==> src/rtl/port_line_pkg.sv <==
// Summary of operation
// Writing 1 to the full reset bit resets every port state machine and returns all other port control registers to their defaults.
// A full reset returns only bits 0 to 6 of the port mode register to default and leaves the full reset bit as written.
// Writing 1 to the state reset bit resets every port state machine and leaves all readable and writable port registers unaltered.
// While the state reset is active every port output is released to high impedance.
// With source loopback set, the transmit clock and data are routed internally onto the receive clock and data.
// While source loopback is active the port behaves as general purpose mode whatever the interface select field holds.
// With far-end loopback set, received line data is passed through the receive processing and returned into the transmit path.
// The interface select field codes 000 T1, 001 E1, 101 general purpose, 110 DSL and 111 power down, the rest are reserved.
// In general purpose mode both the receive sync and the transmit sync inputs are disregarded.
// Software changes the loopback bits, the interface select field and the line polarity bits only while a reset is asserted.
// The receive sync input is active high when its polarity bit is 1 and active low when it is 0.
// The receive clock is sampled on its falling edge when its edge select bit is 1 and on its rising edge when it is 0.
// The transmit sync input is active high when its polarity bit is 1 and active low when it is 0.
// The transmit clock acts on its falling edge when its edge select bit is 1 and on its rising edge when it is 0.
// Software writes the full reset bit back to 0 to release the port from full reset.
package port_line_pkg;

  localparam logic [7:0] PORT_MODE_IDX = 8'h04;
  localparam logic [7:0] LINE_IO_IDX = 8'h05;
  localparam logic [7:0] PORT_MODE_ADDR = {PORT_MODE_IDX[5:0], 2'b00};
  localparam logic [7:0] LINE_IO_ADDR = {LINE_IO_IDX[5:0], 2'b00};

  localparam logic [7:0] PORT_MODE_DEFAULT = 8'h00;
  localparam logic [7:0] LINE_IO_DEFAULT = 8'h00;
  localparam logic [7:0] PORT_MODE_WMASK = 8'hf7;
  localparam logic [7:0] LINE_IO_WMASK = 8'h78;
  localparam logic [23:0] READ_PAD = 24'h000000;

  localparam int FULL_RESET_BIT = 7;
  localparam int STATE_RESET_BIT = 6;
  localparam int SRC_LOOP_BIT = 5;
  localparam int FE_LOOP_BIT = 4;
  localparam int RX_SYNC_POL_BIT = 6;
  localparam int RX_EDGE_SEL_BIT = 5;
  localparam int TX_SYNC_POL_BIT = 4;
  localparam int TX_EDGE_SEL_BIT = 3;

  typedef enum logic [2:0] {
    MODE_T1 = 3'h0,
    MODE_E1 = 3'h1,
    MODE_RSVD_2 = 3'h2,
    MODE_RSVD_3 = 3'h3,
    MODE_RSVD_4 = 3'h4,
    MODE_GP = 3'h5,
    MODE_DSL = 3'h6,
    MODE_POWER_DOWN = 3'h7
  } line_mode_type;

  localparam int LINE_PIN_COUNT = 5;
  localparam int PIN_RX_CLK = 0;
  localparam int PIN_RX_DATA = 1;
  localparam int PIN_RX_SYNC = 2;
  localparam int PIN_TX_CLK = 3;
  localparam int PIN_TX_SYNC = 4;

  localparam logic [2:0] BIT_LAST = 3'h7;
  localparam logic [2:0] BIT_FIRST = 3'h0;
  localparam logic [2:0] BIT_STEP = 3'h1;

endpackage : port_line_pkg

==> src/rtl/line_input_sampler.sv <==
`timescale 1ns/10ps
`default_nettype none
module line_input_sampler
  import port_line_pkg::*;
(
  input wire logic clk_sys,
  input wire logic rst_n,
  input wire logic [LINE_PIN_COUNT-1:0] pins_in,
  output logic [LINE_PIN_COUNT-1:0] pins_sync
);

  typedef struct packed {
    logic [LINE_PIN_COUNT-1:0] stage1;
    logic [LINE_PIN_COUNT-1:0] stage2;
  } sampler_state_type;

  sampler_state_type s_ff;
  sampler_state_type nxt_s;

  // The first stage feeds only the second, so a metastable level never reaches any logic.
  always_comb begin
    nxt_s = s_ff;
    nxt_s.stage1 = pins_in;
    nxt_s.stage2 = s_ff.stage1;
  end

  always_ff @(posedge clk_sys or negedge rst_n) begin
    if (!rst_n) begin
      s_ff <= '0;
    end else begin
      s_ff <= nxt_s;
    end
  end

  assign pins_sync = s_ff.stage2;

endmodule : line_input_sampler
`default_nettype wire

==> src/rtl/port_mode_line_config.sv <==
`timescale 1ns/10ps
`default_nettype none
module port_mode_line_config
  import port_line_pkg::*;
(
  input wire logic clk_sys,
  input wire logic rst_n,
  input wire logic psel,
  input wire logic penable,
  input wire logic pwrite,
  input wire logic [7:0] paddr,
  input wire logic [31:0] pwdata,
  output logic pready,
  output logic [31:0] prdata,
  output logic pslverr,
  input wire logic line_rx_clock_in,
  input wire logic line_rx_data_in,
  input wire logic line_rx_sync_in,
  input wire logic line_tx_clock_in,
  input wire logic line_tx_sync_in,
  input wire logic [7:0] tx_byte_in,
  output logic tx_byte_taken,
  output logic [7:0] rx_byte,
  output logic rx_byte_valid,
  output logic line_tx_data_out,
  output logic line_tx_data_oe,
  output logic [2:0] line_mode_active
);

  typedef struct packed {
    logic [7:0] port_mode_control;
    logic [7:0] line_io_mode_control;
    logic pready;
    logic [31:0] prdata;
    logic pslverr;
    logic rx_clk_prev;
    logic tx_clk_prev;
    logic [7:0] rx_shift;
    logic [2:0] rx_count;
    logic [7:0] rx_byte;
    logic rx_valid;
    logic [7:0] tx_shift;
    logic [2:0] tx_count;
    logic tx_data;
    logic tx_oe;
    logic tx_taken;
    logic [7:0] loop_byte;
    logic [2:0] mode;
  } port_state_type;

  localparam port_state_type STATE_INIT = '{
    port_mode_control: PORT_MODE_DEFAULT,
    line_io_mode_control: LINE_IO_DEFAULT,
    mode: MODE_T1,
    default: '0
  };

  port_state_type s_ff;
  port_state_type nxt_s;

  logic [LINE_PIN_COUNT-1:0] pins_sync;
  logic [2:0] eff_mode;
  logic use_sync;
  logic port_hold;
  logic rx_clk_now;
  logic rx_bit;
  logic rx_edge;
  logic tx_edge;
  logic rx_sync_hit;
  logic tx_sync_hit;
  logic tx_load;
  logic apb_setup;
  logic apb_done;
  logic wr_port_mode;
  logic wr_line_io;

  line_input_sampler u_sampler (
    .clk_sys(clk_sys),
    .rst_n(rst_n),
    .pins_in({line_tx_sync_in, line_tx_clock_in, line_rx_sync_in, line_rx_data_in,
              line_rx_clock_in}),
    .pins_sync(pins_sync)
  );

  function automatic logic addr_hits(input logic [7:0] addr, input logic [7:0] reg_addr);
    addr_hits = (addr == reg_addr);
  endfunction : addr_hits

  // A falling edge is chosen when the select bit is 1, a rising edge otherwise.
  function automatic logic active_edge(input logic now, input logic prev, input logic fall_sel);
    active_edge = fall_sel ? (prev && !now) : (now && !prev);
  endfunction : active_edge

  function automatic logic sync_active(input logic level, input logic high_active);
    sync_active = (level == high_active);
  endfunction : sync_active

  // Reserved codes keep the line idle, like power down, since no behaviour is defined for them.
  function automatic logic mode_runs(input logic [2:0] mode);
    mode_runs = (mode == MODE_T1) || (mode == MODE_E1) || (mode == MODE_GP) ||
                (mode == MODE_DSL);
  endfunction : mode_runs

  assign eff_mode = s_ff.port_mode_control[SRC_LOOP_BIT] ? MODE_GP :
                    s_ff.port_mode_control[2:0];
  assign use_sync = (eff_mode != MODE_GP);
  assign port_hold = s_ff.port_mode_control[FULL_RESET_BIT] ||
                     s_ff.port_mode_control[STATE_RESET_BIT];
  assign rx_clk_now = s_ff.port_mode_control[SRC_LOOP_BIT] ? pins_sync[PIN_TX_CLK] :
                      pins_sync[PIN_RX_CLK];
  assign rx_bit = s_ff.port_mode_control[SRC_LOOP_BIT] ? s_ff.tx_data :
                  pins_sync[PIN_RX_DATA];
  assign rx_edge = active_edge(rx_clk_now, s_ff.rx_clk_prev,
                               s_ff.line_io_mode_control[RX_EDGE_SEL_BIT]);
  assign tx_edge = active_edge(pins_sync[PIN_TX_CLK], s_ff.tx_clk_prev,
                               s_ff.line_io_mode_control[TX_EDGE_SEL_BIT]);
  assign rx_sync_hit = use_sync && sync_active(pins_sync[PIN_RX_SYNC],
                       s_ff.line_io_mode_control[RX_SYNC_POL_BIT]);
  assign tx_sync_hit = use_sync && sync_active(pins_sync[PIN_TX_SYNC],
                       s_ff.line_io_mode_control[TX_SYNC_POL_BIT]);
  assign tx_load = tx_edge && ((s_ff.tx_count == BIT_FIRST) || tx_sync_hit);
  assign apb_setup = psel && !penable;
  assign apb_done = psel && penable && s_ff.pready;
  assign wr_port_mode = apb_done && pwrite && addr_hits(paddr, PORT_MODE_ADDR);
  assign wr_line_io = apb_done && pwrite && addr_hits(paddr, LINE_IO_ADDR);

  always_comb begin
    nxt_s = s_ff;
    nxt_s.pready = apb_setup;
    nxt_s.pslverr = 1'b0;
    nxt_s.prdata = '0;
    if (apb_setup) begin
      if (addr_hits(paddr, PORT_MODE_ADDR)) begin
        nxt_s.prdata = {READ_PAD, s_ff.port_mode_control};
      end else if (addr_hits(paddr, LINE_IO_ADDR)) begin
        nxt_s.prdata = {READ_PAD, s_ff.line_io_mode_control};
      end else begin
        nxt_s.pslverr = 1'b1;
      end
    end

    if (wr_port_mode) begin
      nxt_s.port_mode_control = pwdata[7:0] & PORT_MODE_WMASK;
    end
    if (wr_line_io) begin
      nxt_s.line_io_mode_control = pwdata[7:0] & LINE_IO_WMASK;
    end
    // Full reset keeps its own bit and pins the rest at default until software clears it.
    if (nxt_s.port_mode_control[FULL_RESET_BIT]) begin
      nxt_s.port_mode_control[6:0] = PORT_MODE_DEFAULT[6:0];
      nxt_s.line_io_mode_control = LINE_IO_DEFAULT;
    end

    nxt_s.rx_clk_prev = rx_clk_now;
    nxt_s.tx_clk_prev = pins_sync[PIN_TX_CLK];
    nxt_s.rx_valid = 1'b0;
    nxt_s.tx_taken = 1'b0;
    nxt_s.mode = eff_mode;
    nxt_s.tx_oe = !port_hold && mode_runs(eff_mode);

    if (port_hold) begin
      nxt_s.rx_shift = '0;
      nxt_s.rx_count = BIT_FIRST;
      nxt_s.rx_byte = '0;
      nxt_s.tx_shift = '0;
      nxt_s.tx_count = BIT_FIRST;
      nxt_s.tx_data = 1'b0;
      nxt_s.loop_byte = '0;
    end else if (mode_runs(eff_mode)) begin
      if (rx_edge) begin
        nxt_s.rx_shift = {s_ff.rx_shift[6:0], rx_bit};
        if (rx_sync_hit) begin
          nxt_s.rx_count = BIT_STEP;
        end else if (s_ff.rx_count == BIT_LAST) begin
          nxt_s.rx_count = BIT_FIRST;
          nxt_s.rx_byte = {s_ff.rx_shift[6:0], rx_bit};
          nxt_s.loop_byte = {s_ff.rx_shift[6:0], rx_bit};
          nxt_s.rx_valid = 1'b1;
        end else begin
          nxt_s.rx_count = 3'(s_ff.rx_count + BIT_STEP);
        end
      end
      if (tx_load) begin
        if (s_ff.port_mode_control[FE_LOOP_BIT]) begin
          nxt_s.tx_data = s_ff.loop_byte[7];
          nxt_s.tx_shift = {s_ff.loop_byte[6:0], 1'b0};
        end else begin
          nxt_s.tx_data = tx_byte_in[7];
          nxt_s.tx_shift = {tx_byte_in[6:0], 1'b0};
          nxt_s.tx_taken = 1'b1;
        end
        nxt_s.tx_count = BIT_STEP;
      end else if (tx_edge) begin
        nxt_s.tx_data = s_ff.tx_shift[7];
        nxt_s.tx_shift = {s_ff.tx_shift[6:0], 1'b0};
        nxt_s.tx_count = (s_ff.tx_count == BIT_LAST) ? BIT_FIRST : 3'(s_ff.tx_count + BIT_STEP);
      end
    end
  end

  always_ff @(posedge clk_sys or negedge rst_n) begin
    if (!rst_n) begin
      s_ff <= STATE_INIT;
    end else begin
      s_ff <= nxt_s;
    end
  end

  assign pready = s_ff.pready;
  assign prdata = s_ff.prdata;
  assign pslverr = s_ff.pslverr;
  assign tx_byte_taken = s_ff.tx_taken;
  assign rx_byte = s_ff.rx_byte;
  assign rx_byte_valid = s_ff.rx_valid;
  assign line_tx_data_out = s_ff.tx_data;
  assign line_tx_data_oe = s_ff.tx_oe;
  assign line_mode_active = s_ff.mode;
endmodule : port_mode_line_config
`default_nettype wire

==> config.mk <==
export PLATFORM = sky130hd
export DESIGN_NAME = port_mode_line_config
export DESIGN_NICKNAME = d
export VERILOG_FILES = /design/src/rtl/port_line_pkg.sv /design/src/rtl/line_input_sampler.sv /design/src/rtl/port_mode_line_config.sv
export SDC_FILE = /design/constraint.sdc
export NUM_CORES = 1
export LEC_CHECK = 0
export ABC_AREA = 1
export BUFFER_PORTS_ARGS = -buffer_cell sky130_fd_sc_hd__clkbuf_2
export CAP_MARGIN = 10
export CORE_AREA = 5 5 104 77
export DETAILED_ROUTE_END_ITERATION = 10
export DIE_AREA = 0 0 109 82
export GPL_TIMING_DRIVEN = 0
export PLACE_DENSITY = 0.88
export RECOVER_POWER = 100
export SETUP_SLACK_MARGIN = 0.5
export SLEW_MARGIN = 30
export SYNTH_ARGS = -nofsm -noshare
export SYNTH_HDL_FRONTEND = slang
export SYNTH_SLANG_ARGS = --single-unit
==> constraint.sdc <==
create_clock -name clk_sys -period 2.1 [get_ports clk_sys]
set_input_delay 0.105 -clock clk_sys [delete_from_list [all_inputs] [get_ports clk_sys]]
set_output_delay 0.105 -clock clk_sys [all_outputs]
set_load 0.03 [all_outputs]
# Word level (Yosys, flattened, before mapping)
# Cells that the tools add are included.
dict set report op_classes {
  n_eq_ne 11
  n_reduce_logical 36
  addsub 2
  muxes 35
}
# cell n
set ops {}
lappend ops {{two-way mux 8 bit} 8}
lappend ops {{two-way mux 12 bit} 3}
lappend ops {{two-way mux 33 bit} 1}
lappend ops {{two-way mux 32 bit} 1}
lappend ops {{two-way mux 31 bit} 1}
lappend ops {{two-way mux 9 bit} 3}
lappend ops {{two-way mux 19 bit} 1}
lappend ops {{two-way mux 18 bit} 1}
lappend ops {{equality test 8 x 5 -> 1 bit (second input constant)} 2}
lappend ops {{two-way mux 15 bit} 1}
lappend ops {{logical AND 1 bit} 14}
lappend ops {{equality test 3 bit (second input constant)} 4}
lappend ops {{two-way mux 3 bit} 4}
lappend ops {{two-way mux 1 bit} 11}
lappend ops {{nonzero test 2 bit} 5}
lappend ops {{adder 3 x 1 -> 3 bit (second input constant)} 2}
lappend ops {{logical NOT 1 bit} 6}
lappend ops {{logical NOT 3 bit} 2}
lappend ops {{logical OR 1 bit} 5}
lappend ops {{AND reduction 2 bit} 2}
lappend ops {{AND reduction 4 bit} 1}
lappend ops {{equality test 3 x 1 -> 1 bit (second input constant)} 1}
lappend ops {{!= test 3 bit (second input constant)} 1}
lappend ops {{nonzero test 3 bit} 1}
lappend ops {{other kinds (2)} 3}
dict set report totals {
  out_inout_bits 49
  reg_bits 106
}

# Depth between registers and ports, before layout
# Gate-level depths: netlist (run 1).
dict set report logic_depth {
  ltp_word 8
  depth_mapped 11
  ltp_nobuf 10
}

# Hierarchy
# Synthesis (run 1) repeated with hierarchy kept, for this count alone.
dict set report hier_totals {
  cells_unflattened 408
  hier_area_um2 3621.0
}
# mod n_inst area_per_inst_um2 cells_per_inst seq_area_each_um2
set modules_own_cells {}
lappend modules_own_cells {port_mode_line_config 1 3370.7 398 1651.6}
lappend modules_own_cells {line_input_sampler 1 250.2 10 250.2}

# Worst setup path after synthesis (run 1)
# No wires, ideal clock.
dict set report synth_path {
  path_type {register to register}
  from {register s_ff[86] in the netlist's numbering}
  to {register s_ff, in the netlist rx_byte[6]}
  slack_ns 0.696
  period_less_slack_ns 1.404
  path_stages_with_launch 9
  t_arrival_ns 1.286
  setup_time_ns 0.118
  required_time_ns 1.982
  path_buffers 1
  path_cell_list {dfrtp_1 or2_2 nand2_2 nand2_2 nor2_4 nand3_4 buf_6 nand3_1 nand2_1}
}
dict set report synth_via {
  elab_chain_cells 3
}
# item line
set synth_rtl {}
lappend synth_rtl {{start: declaration} port_mode_line_config.sv:58} ;# port_state_type s_ff;
lappend synth_rtl {{start signal: assignment} port_mode_line_config.sv:205} ;# s_ff <= nxt_s;
lappend synth_rtl {{two-way mux 1 bit} port_mode_line_config.sv:91} ;# active_edge = fall_sel ? (prev && !now) : (now && !prev);
lappend synth_rtl {{nonzero test 2 bit (no line)} -}
lappend synth_rtl {{AND reduction 4 bit (no line)} -}
# Every way passes these cells.
# A chain may end at the register's enable or synchronous reset.

# Worst setup path in the final report (run 1)
dict set report layout_path {
  from {register s_ff[94] in the netlist's numbering}
  to {register s_ff[5] in the netlist's numbering}
}
dict set report layout_via {
  elab_chain_cells 7
  word_cells_on_any_way 19
}
# item line
set layout_rtl {}
lappend layout_rtl {{two-way mux 3 bit *} port_mode_line_config.sv:104} ;# assign eff_mode = s_ff.port_mode_control[SRC_LOOP_BIT] ? MODE_GP :
lappend layout_rtl {{net eff_mode[1]} port_mode_line_config.sv:62} ;# logic [2:0] eff_mode;
lappend layout_rtl {{equality test 3 x 1 -> 1 bit / logical NOT 3 bit (equally long branches)} port_mode_line_config.sv:100} ;# mode_runs = (mode == MODE_T1) || (mode == MODE_E1) || (mode == MODE_GP) ||
lappend layout_rtl {{logical OR 1 bit (3 in series)} port_mode_line_config.sv:100}
lappend layout_rtl {{nonzero test 2 bit (no line)} -}
lappend layout_rtl {{AND reduction 4 bit (no line) *} -}
# Mark *: on every way through the listed nets, which the timed path passes. The rest lies on a longest branch.

==> reports/metrics.cfg, run 1 <==
[finish]
drive_gt1_share_pct = 25.0
seq_area_um2 = 1900
diodes = 0
multi_input_area_um2 = 1370
syn_to_final_growth_pct = 24.1
fillCellCount = 528
final_cell_mix = 105 x nand2_1, 76 x dfrtp_1, 60 x nand3_1, 48 x buf_4, 34 x inv_1
final_common_cell = nand2_1
nets = 581
stdcell_area_um2 = 4540
instances_no_fill = 621

[critical_path]
crit_path_start_kind = register
crit_path_top_delay_cell = dfrtp_1
slowest_delay_ns = 0.53
cp_cell_sequence = inv_4 -> nand2_1 -> inv_1 -> nand2_4 -> nand2_4 -> nor2_4 -> nand3_4 -> clkbuf_1 -> nand3_1 -> nand2_1
endpoint_kind = register
rrSetupSlack_ns = 0.33
path_class = register to register
crit_path_max_fanout = 5
cp_data_required_time_ns = 2.34
cp.arrival_ns = 2.01

[clock_network]
htree_levels = 3
cts_buffer_depth = 2
cts_made_buffers = 9
clk_pin_slew_ns = 0.08
cts.sinks = 76
clk_latency_ns = 0.35
cts_tree = done
cts_root_buf = clkbuf_8

[floorplan]
die_x_um = 109
io_pins = 107
die_h_um = 82
std_cell_rows = 26
die_area_um2 = 8940
core-area_um2 = 6990
start_util_pct = 52.3

[logic_synthesis]
synth-seq-cells = 76
synth_edf_count = 0
synth_cell_types = 30
ys_warn_count = 0
synth.area.top_cells = dfrtp_1 52%, nand2_1 11%, buf_4 9.4%, nand3_1 8.5%, inv_1 3.4%
async_flop_share_pct = 100
syn-instance-count = 407
syn_area_um2 = 3660
ys_seq_area_share_pct = 51.9
synth_top_area_share_pct = 51.9
synthFlopType = dfrtp_1
yosysTopAreaCell = dfrtp_1
syn_avg_cell_area_um2 = 9.00

[sta]
setup-tns-final_ns = 0
setup_viol = 0
slew_violations = 0
finalHoldViolCount = 0
fmax_mhz = 566
grt_setup_unrepaired = yes
fin_crit_sh_pct = 84.1
period_needed_ns = 1.77
skew_ns = 0.00747
tightestPinTransition_ns = 1.01
relSlewSlack_pct = 32.8
whs_ns = 0.0179

[power_and_ir_drop]
leakagePower_uw = 0.00250
irDropWorstVdd_mv = 0.464
powerDensity_nw_per_um2 = 630

[drt]
drt-pass1-iter-count = 5
routed_wl_mm = 8.34
drc = 0
wl_per_cell_um = 13.4
ant_nets = 0
viasPerCell = 4.80
first_iter_violations = 197
vias = 2979

[flow_run]
maxCapViolations = 0

[grt]
grt_pass1_wl_mm = 12.8
globalRouteTotalUtil_pct = 18.7
grt_pass1_vias = 2762
gr-total-overflow = 0
grt_max_degree = 77
antenna_found_initial = 0

[place]
gp_congestion = 0.882
portBuffers = 58
placed_cells = 586
dpl_cell_area_um2 = 4170
place_hpwl_mm = 5.55

[worst_hold_path]
hp-class = input port to register

[run_status]
status = complete, no violations

[stage by stage]
step | total power, uW | setup WS, ns | util [%]
2_1_floorplan | 1660 | 0.696 | -
3_3_place_gp | 1730 | 0.322 | 59.5
3_5_place_dp | 1730 | 0.501 | 59.6
4_1_cts | 2870 | 0.517 | 64.2
5_1_grt | 2980 | 0.247 | 65.0
6_report | 2860 | 0.334 | 65.0
[synth_stat cells (2+ instances only)]
library cell,number
buf_4,46
nand3_2,2
mux2i_1,7
buf_6,2
dfrtp_1,76
nor2_1,15
inv_1,33
nand2_1,105
nor3_1,7
clkbuf_1,2
nor2_4,2
ha_1,5
nand2_4,3
xnor2_1,2
nand3_1,62
nor2_2,3
a21oi_1,4
o21ai_0,9
inv_2,4
nand2_2,8
[worst max-delay path, delay by kind of cell, from the launching register on]
kind	cells	cell delay, ns
AND/OR/NAND/NOR	7	0.73
flip-flops	1	0.53
buffers and inverters	3	0.38
[cells by family (layout without fill, tap and decap cells)]
| family | after synthesis | in the layout | synth area share (%) |
|---|---|---|---|
| buffers and inverters | 89 | 182 | 14.3 |
| other | 1 | 24 | 0.102 |
| AO/OA/AOI/OAI | 16 | 16 | 2.36 |
| AND/OR/NAND/NOR | 210 | 210 | 26.9 |
| flip-flops | 76 | 76 | 51.9 |
| XOR/XNOR | 2 | 2 | 0.479 |
| adder cells (fa/ha/maj) | 5 | 5 | 1.71 |
| multiplexers | 8 | 8 | 2.22 |
[metal layers]
metal	part of all wire, %	global-route usage [%]
met4	2.2	4.79
met1	40	23.5
met2	51	30.7
met5	0	0
met3	6.8	7.15
[power by group]
group          switching [uW]  internal, uW
sequential               6.36          1480
combinational             157          89.1
clock                     546           586
[worst paths after layout]
check | cells after the start | to | from
hold / removal | 3 | s_ff[91]$_DFFE_PN0P_ | pwdata[2]
max in group asynchronous | 2 | s_ff[43]$_DFFE_PN0P_ | rst_n
setup reg to reg | 10 | s_ff[5]$_DFFE_PN0P_ | s_ff[94]$_DFFE_PN0P_
setup / recovery | 10 | s_ff[5]$_DFFE_PN0P_ | s_ff[94]$_DFFE_PN0P_
min in group asynchronous | 2 | u_sampler.nxt_s[2]$_DFF_PN0_ | rst_n
hold reg to reg | 0 | u_sampler.pins_sync[2]$_DFF_PN0_ | u_sampler.nxt_s[2]$_DFF_PN0_
[area by class of cell]
| cell class | instances | area share (%) |
|---|---|---|
| timing repair buffer | 77 | 9.39 |
| clock inverter | 5 | 1.32 |
| multi-input combinational | 265 | 30.1 |
| inverter | 38 | 3.25 |
| clock buffer | 11 | 3.11 |
| buffer | 51 | 8.23 |
| tap | 98 | 2.70 |
| sequential | 76 | 41.9 |
[registers in the layout (all words and copies together) (netlist names), 3 cells and up]
| signal | cells |
|---|---|
| s_ff | 41 |
| rx_byte | 8 |
| u_sampler.nxt_s | 5 |
| prdata | 8 |
| u_sampler.pins_sync | 5 |
| line_mode_active | 3 |
[what timing repair did]
action | in CTS | in global routing
resized for setup | 1 | 22
setup buffers | 0 | 5
gates cloned | 0 | 2
setup endpoints to repair | 13 | 36
pin swaps | 0 | 3
hold buffers | 12 | 0
hold endpoints to repair | 86 | 0
(Power assumes the default switching activity.)
==> inputs of run 2 (changes only) <==
- CORE_AREA: 5 5 104 77 -> 5 5 112 82
- DIE_AREA: 0 0 109 82 -> 0 0 117 87
- PLACE_DENSITY: 0.88 -> 0.81
- clock period: 2.1 -> 1.4 ns (I/O delays scaled with it)
==> run 2 against run 1 <==
Net effect: cell count increased by 4.2%; the run now ends with setup timing left; sequential power is 51% higher; clock skew up 0.0027 ns; largest power group is now the clock network; critical endpoint is now s_ff[15]$_DFFE_PN0P_; combinational power up 73%.
==> reports/metrics.cfg, run 2 (same netlist as run 1, synthesis figures left out) <==
[run_status]
status = finished, violations left  ; was complete, no violations
violations = setup timing

[sta]
tightestPinTransition_ns = 1.03  ; was 1.01 ns
relSlewSlack_pct = 31.2  ; was 32.8%
fmax_mhz = 605  ; was 566 MHz
grt_setup_unrepaired = yes  ; unchanged
period_needed_ns = 1.65  ; was 1.77 ns
finalHoldViolCount = 0  ; unchanged
fin_crit_sh_pct = 118  ; was 84.1%
setup_viol = 39  ; was 0
whs_ns = 0.0767  ; was 0.0179 ns
slew_violations = 0  ; unchanged
skew_ns = 0.0101  ; was 0.00747 ns
setup-tns-final_ns = -6.78  ; was 0 ns
finalWorstSetupSlack_ns = -0.253  ; was 0.334 ns

[clock_network]
clk_latency_ns = 0.34  ; was 0.35 ns
cts_buffer_depth = 2  ; unchanged
cts.sinks = 76  ; unchanged
cts_tree = done  ; unchanged
cts_root_buf = clkbuf_16  ; was clkbuf_8
cts_made_buffers = 9  ; unchanged
clk_pin_slew_ns = 0.07  ; was 0.08 ns
htree_levels = 3  ; unchanged

[finish]
syn_to_final_growth_pct = 51.7  ; was 24.1%
final_common_cell = nand2_1  ; unchanged
top_register = s_ff  ; unchanged
final_cell_mix = 91 x nand2_1, 74 x dfrtp_1, 44 x buf_4, 35 x nand3_1, 32 x clkbuf_2  ; was 105 x nand2_1, 76 x dfrtp_1, 60 x nand3_1, 48 x buf_4, 34 x inv_1
drive_gt1_share_pct = 43.9  ; was 25.0%
largest_reg_flops = 41  ; unchanged
diodes = 0  ; unchanged
nets = 600  ; was 581
instances_no_fill = 647  ; was 621

[critical_path]
crit_path_max_fanout = 10  ; was 5
timing.rr.start = s_ff[94]$_DFFE_PN0P_  ; unchanged
crit_path_start_kind = register  ; unchanged
path_class = register to register  ; unchanged
cp_data_required_time_ns = 1.68  ; was 2.34 ns
crit_path_top_delay_cell = dfrtp_2  ; was dfrtp_1
reg2reg_depth = 10  ; unchanged
critical-path-top-delay-family = simple AND/OR/NAND/NOR gates  ; unchanged
rrSetupSlack_ns = -0.25  ; was 0.33 ns
r2r_end = s_ff[15]$_DFFE_PN0P_  ; was s_ff[5]$_DFFE_PN0P_
crit_buf_inv = 2  ; was 3
endpoint_kind = register  ; unchanged
cp_cell_sequence = nor2_4 -> nand2_2 -> nand2_4 -> nand2_4 -> inv_4 -> nand2_2 -> nor2_4 -> buf_6 -> nand3_1 -> nand2_1  ; was inv_4 -> nand2_1 -> inv_1 -> nand2_4 -> nand2_4 -> nor2_4 -> nand3_4 -> clkbuf_1 -> nand3_1 -> nand2_1
slowest_delay_ns = 0.50  ; was 0.53 ns
cp.arrival_ns = 1.93  ; was 2.01 ns

[drt]
wl_per_cell_um = 17.7  ; was 13.4 um
drc = 0  ; unchanged
viasPerCell = 5.32  ; was 4.80
routed_wl_mm = 11.4  ; was 8.34 mm
drt-pass1-iter-count = 6  ; was 5
first_iter_violations = 288  ; was 197
ant_nets = 0  ; unchanged
vias = 3442  ; was 2979

[worst_hold_path]
hold_start = pwdata[3]  ; was pwdata[2]
hold_end = s_ff[84]$_DFFE_PN0P_  ; was s_ff[91]$_DFFE_PN0P_
hold_depth = 5  ; was 3
hp-class = input port to register  ; unchanged

[floorplan]
start_util_pct = 45.0  ; was 52.3%
die_area_um2 = 10200  ; was 8940 um2
std_cell_rows = 28  ; was 26
core-area_um2 = 8130  ; was 6990 um2
io_pins = 107  ; unchanged
die_h_um = 87  ; was 82 um
die_x_um = 117  ; was 109 um

[grt]
use_met1_pct = 25.5  ; was 23.5%
gr-total-overflow = 0  ; unchanged
grtUsageMet2_pct = 34.5  ; was 30.7%
busiest_layer = met2  ; unchanged
antenna_found_initial = 0  ; unchanged
globalRouteTotalUtil_pct = 21.1  ; was 18.7%
grt_pass1_vias = 3464  ; was 2762
grt_pass1_wl_mm = 16.7  ; was 12.8 mm
grt_max_degree = 77  ; unchanged
grt_use_met3_pct = 6.32  ; was 7.15%

[power_and_ir_drop]
powerDensity_nw_per_um2 = 939  ; was 630 nW/um2
irDropWorstVdd_mv = 0.540  ; was 0.464 mV
leakagePower_uw = 0.00286  ; was 0.00250 uW
finalPower_uw = 5220  ; was 2860 uW

[place]
gp_congestion = 0.850  ; was 0.882
place_hpwl_mm = 5.80  ; was 5.55 mm
post-place-ws_ns = -0.203  ; was 0.501 ns
placed_cells = 593  ; was 586
portBuffers = 58  ; unchanged

[flow_run]
maxCapViolations = 0  ; unchanged

run 2: how the worst max path moves through the flow:
stage                     slack [ns]  cells after the start            startpoint                      end
after floorplan                 0.06                      9  s_ff[94]$_DFFE_PN0P_   rx_byte[6]$_DFFE_PN0P_
after global placement         -0.50                      1                 rst_n         pready$_DFF_PN0_
after detailed placement       -0.20                      8  s_ff[94]$_DFFE_PN0P_   rx_byte[1]$_DFFE_PN0P_
after CTS                       -0.1                     10  s_ff[94]$_DFFE_PN0P_  tx_byte_taken$_DFF_PN0_
after global routing           -0.32                     10  s_ff[94]$_DFFE_PN0P_     s_ff[15]$_DFFE_PN0P_
final                          -0.25                     10  s_ff[94]$_DFFE_PN0P_     s_ff[15]$_DFFE_PN0P_
run 2: report_power, final:
part | switching, uW | internal [uW] | total [uW]
registers | 12.7 | 2220 | 2230
logic | 272 | 154 | 426
clock network | 942 | 1620 | 2560
total | 1230 | 3990 | 5220
run 2: cell type report:
cell class | count | area, um2
clock inverters | 5 | 83.8
well taps | 105 | 131
plain buffers | 51 | 478
multi-input cells | 267 | 1700
clock buffers | 11 | 243
fillers | 510 | 2570
flip-flops and latches | 76 | 1900
inverters | 38 | 158
repair buffers | 94 | 858
run 2: per-layer routing:
layer / part of all wire [%] / up-vias / routed length, um
met5: 0 / - / 0
met4: 5.4 / 0 / 621
met3: 8.9 / 68 / 1020
met2: 50 / 231 / 5670
met1: 36 / 1645 / 4120
li1: - / 1498 / -
run 2: what timing repair did:
| item | 4_1_cts | 5_1_grt |
|---|---|---|
| setup buffers | 12 | 10 |
| hold buffers | 13 | 0 |
| gates resized for setup | 109 | 71 |
| pin swaps | 14 | 11 |
| gates cloned | 3 | 0 |
| hold endpoints to repair | 90 | 0 |
| setup endpoints to repair | 77 | 83 |
run 2: metrics by stage:
stage	area (um2)	utilization (%)
final	5550	68.3
after global routing	5550	68.3
after floorplan	3820	-
after detailed placement	4250	52.3
after CTS	5290	65.1
after global placement	4240	52.2
run 2: worst register-to-register path, delay by kind of cell, from the launching register on:
family	cells	cell delay, ns
AND/OR/NAND/NOR	8	0.82
flip-flops	1	0.50
buffers and inverters	2	0.27
==> inputs of run 3 (changes only) <==
- PLACE_DENSITY: 0.81 -> 0.72
==> run 3 against run 2 <==
Net effect: the run still ends with setup timing left; utilization is 1.1 points lower; total power shrank 1.8%; global-route usage down 1.8 points; worst setup slack improved by 0.042 ns; clock power down 3%; cell count decreased by 0.46%; hold slack better by 0.012 ns; critical endpoint is now line_tx_data_out$_DFFE_PN0P_; largest cell class unchanged.
==> reports/metrics.cfg, run 3 (same netlist as run 1, synthesis figures left out) <==
[sta]
finalHoldViolCount = 0  ; unchanged
slew_violations = 0  ; unchanged
setup-tns-final_ns = -6.30  ; was -6.78 ns
fin_crit_sh_pct = 115  ; was 118%
fmax_mhz = 621  ; was 605 MHz
whs_ns = 0.0884  ; was 0.0767 ns
setup_viol = 39  ; unchanged
skew_ns = 0.0132  ; was 0.0101 ns
period_needed_ns = 1.61  ; was 1.65 ns
relSlewSlack_pct = 31.5  ; was 31.2%
tightestPinTransition_ns = 1.03  ; about the same
finalWorstSetupSlack_ns = -0.210  ; was -0.253 ns
grt_setup_unrepaired = yes  ; unchanged

[clock_network]
cts_made_buffers = 9  ; unchanged
cts.sinks = 76  ; unchanged
cts_tree = done  ; unchanged
clk_latency_ns = 0.34  ; about the same
htree_levels = 3  ; unchanged
cts_root_buf = clkbuf_16  ; unchanged
clk_pin_slew_ns = 0.07  ; about the same
cts_buffer_depth = 2  ; unchanged

[worst_hold_path]
hp-class = input port to register  ; unchanged
hold_start = pwdata[3]  ; unchanged

[grt]
use_met1_pct = 23.6  ; was 25.5%
gr-total-overflow = 0  ; unchanged
grt_max_degree = 77  ; unchanged
busiest_layer = met2  ; unchanged
grt_use_met3_pct = 6.60  ; was 6.32%
globalRouteTotalUtil_pct = 19.4  ; was 21.1%
grt_pass1_wl_mm = 15.0  ; was 16.7 mm
grtUsageMet2_pct = 30.6  ; was 34.5%
grt_pass1_vias = 3097  ; was 3464
antenna_found_initial = 0  ; unchanged

[critical_path]
crit_path_top_delay_cell = dfrtp_2  ; unchanged
path_class = register to register  ; unchanged
cp_cell_sequence = inv_4 -> nand2_4 -> inv_2 -> nand2_4 -> nand2_4 -> inv_6 -> a21oi_2 -> buf_6 -> nand2_1 -> nand2_1  ; was nor2_4 -> nand2_2 -> nand2_4 -> nand2_4 -> inv_4 -> nand2_2 -> nor2_4 -> buf_6 -> nand3_1 -> nand2_1
cp_data_required_time_ns = 1.67  ; was 1.68 ns
rrSetupSlack_ns = -0.21  ; was -0.25 ns
path_depth = 10  ; unchanged
endpoint_kind = register  ; unchanged
endpoint = line_tx_data_out$_DFFE_PN0P_  ; was s_ff[15]$_DFFE_PN0P_
cp.arrival_ns = 1.88  ; was 1.93 ns
critical-path-top-delay-family = flip-flops  ; was simple AND/OR/NAND/NOR gates
slowest_delay_ns = 0.49  ; was 0.50 ns
crit_buf_inv = 4  ; was 2
crit_path_max_fanout = 10  ; unchanged
crit_path_start_kind = register  ; unchanged
cpMostUsedCell = nand2_4
r2r_end = line_tx_data_out$_DFFE_PN0P_  ; was s_ff[15]$_DFFE_PN0P_
startpoint = s_ff[94]$_DFFE_PN0P_  ; unchanged
reg2reg_depth = 10  ; unchanged
timing.rr.start = s_ff[94]$_DFFE_PN0P_  ; unchanged

[flow_run]
maxCapViolations = 0  ; unchanged

[drt]
drc = 0  ; unchanged
vias = 3278  ; was 3442
wl_per_cell_um = 15.9  ; was 17.7 um
routed_wl_mm = 10.2  ; was 11.4 mm
drt-pass1-iter-count = 5  ; was 6
ant_nets = 0  ; unchanged
viasPerCell = 5.09  ; was 5.32
first_iter_violations = 195  ; was 288

[finish]
fillCellCount = 563  ; was 510
drive_gt1_share_pct = 39.9  ; was 43.9%
syn_to_final_growth_pct = 49.2  ; was 51.7%
final_common_cell = nand2_1  ; unchanged
nets = 598  ; was 600
stdcell_area_um2 = 5460  ; was 5550 um2
diodes = 0  ; unchanged
top_register = s_ff  ; unchanged
final_cell_mix = 93 x nand2_1, 74 x dfrtp_1, 47 x nand3_1, 38 x buf_4, 32 x clkbuf_2  ; was 91 x nand2_1, 74 x dfrtp_1, 44 x buf_4, 35 x nand3_1, 32 x clkbuf_2
final_util_pct = 67.2  ; was 68.3%
largest_reg_flops = 41  ; unchanged

[power_and_ir_drop]
p_clk_share_pct = 48.3  ; was 49.1%
leakagePower_uw = 0.00283  ; was 0.00286 uW
p_int_uw = 3970  ; was 3990 uW
p_seq_share_pct = 43.5  ; was 42.8%
powerDensity_nw_per_um2 = 938  ; was 939 nW/um2
switchingPower_uw = 1150  ; was 1230 uW
power_frac_comb_pct = 8.1  ; was 8.2%
finalPower_uw = 5120  ; was 5220 uW
irDropWorstVdd_mv = 0.629  ; was 0.540 mV
sw_frac_of_total_pct = 22.5  ; was 23.5%

[floorplan]
core-area_um2 = 8130  ; unchanged
std_cell_rows = 28  ; unchanged
die_x_um = 117  ; unchanged
die_h_um = 87  ; unchanged
io_pins = 107  ; unchanged
start_util_pct = 45.0  ; unchanged
die_area_um2 = 10200  ; unchanged

[place]
gp_congestion = 0.864  ; was 0.850
portBuffers = 58  ; unchanged
place_hpwl_mm = 5.68  ; was 5.80 mm
dpl_cell_area_um2 = 4250  ; unchanged

[run_status]
violations = setup timing  ; unchanged
status = finished, violations left  ; unchanged

run 3: changes by cell type in the layout (fill, tap and decap cells not counted), sizes merged:
cell,change
clkbuf,-1
buf,-1
clkinv,+2
inv,-1
clkinvlp,-2
run 3: power groups by stage:
stage	registers (uW)	logic (uW)	clock network (uW)
2_1_floorplan	2270	217	0
3_3_place_gp	2270	332	0
3_5_place_dp	2270	340	0
4_1_cts	2230	390	2490
5_1_grt	2230	451	2610
6_report	2230	416	2480
run 3: metrics by stage:
| stage | setup slack, ns | cells |
|---|---|---|
| after floorplan | 0.0551 | 430 |
| after global placement | -0.518 | 593 |
| after detailed placement | -0.268 | 593 |
| after CTS | -0.107 | 634 |
| after global routing | -0.273 | 644 |
| final | -0.210 | 644 |
run 3: how the worst min path moves through the flow:
stage               slack, ns  depth (start not counted)                            end
floorplan               -0.23                          0  line_mode_active[0]$_DFF_PN0_
global placement         0.18                          1   u_sampler.nxt_s[1]$_DFF_PN0_
detailed placement       0.13                          1      line_tx_data_oe$_DFF_PN0_
CTS                      0.03                          5           s_ff[84]$_DFFE_PN0P_
global route             0.08                          5           s_ff[84]$_DFFE_PN0P_
finish                   0.09                          5           s_ff[84]$_DFFE_PN0P_
run 3: worst reg2reg max path: stages, from the launching register on:
cell and delay, ns:
dfrtp_2 0.49, inv_4 0.14, nand2_4 0.07, inv_2 0.08
nand2_4 0.05, nand2_4 0.12, inv_6 0.06, a21oi_2 0.21
buf_6 0.17, nand2_1 0.07, nand2_1 0.08
run 3: cell type report:
| type | instances | area (um2) | area share [%] |
|---|---|---|---|
| plain buffers | 51 | 478 | 8.75 |
| clock buffers | 11 | 243 | 4.44 |
| well taps | 105 | 131 | 2.40 |
| multi-input cells | 267 | 1600 | 29.3 |
| flip-flops and latches | 76 | 1900 | 34.9 |
| clock inverters | 4 | 73.8 | 1.35 |
| inverters | 38 | 165 | 3.02 |
| repair buffers | 92 | 868 | 15.9 |
run 3: per-layer routing:
metal | wire (um) | part of all wire (%)
met3 | 760 | 7.4
met4 | 459 | 4.5
met2 | 5210 | 51
met1 | 3800 | 37
met5 | 0 | 0
run 3: what timing repair did:
action	CTS	global route
endpoints found under the hold margin	89	0
hold buffers	13	0
setup endpoints to repair	77	86
buffers inserted	10	9
gates cloned	3	1
pin swaps	9	12
resized for setup	98	69
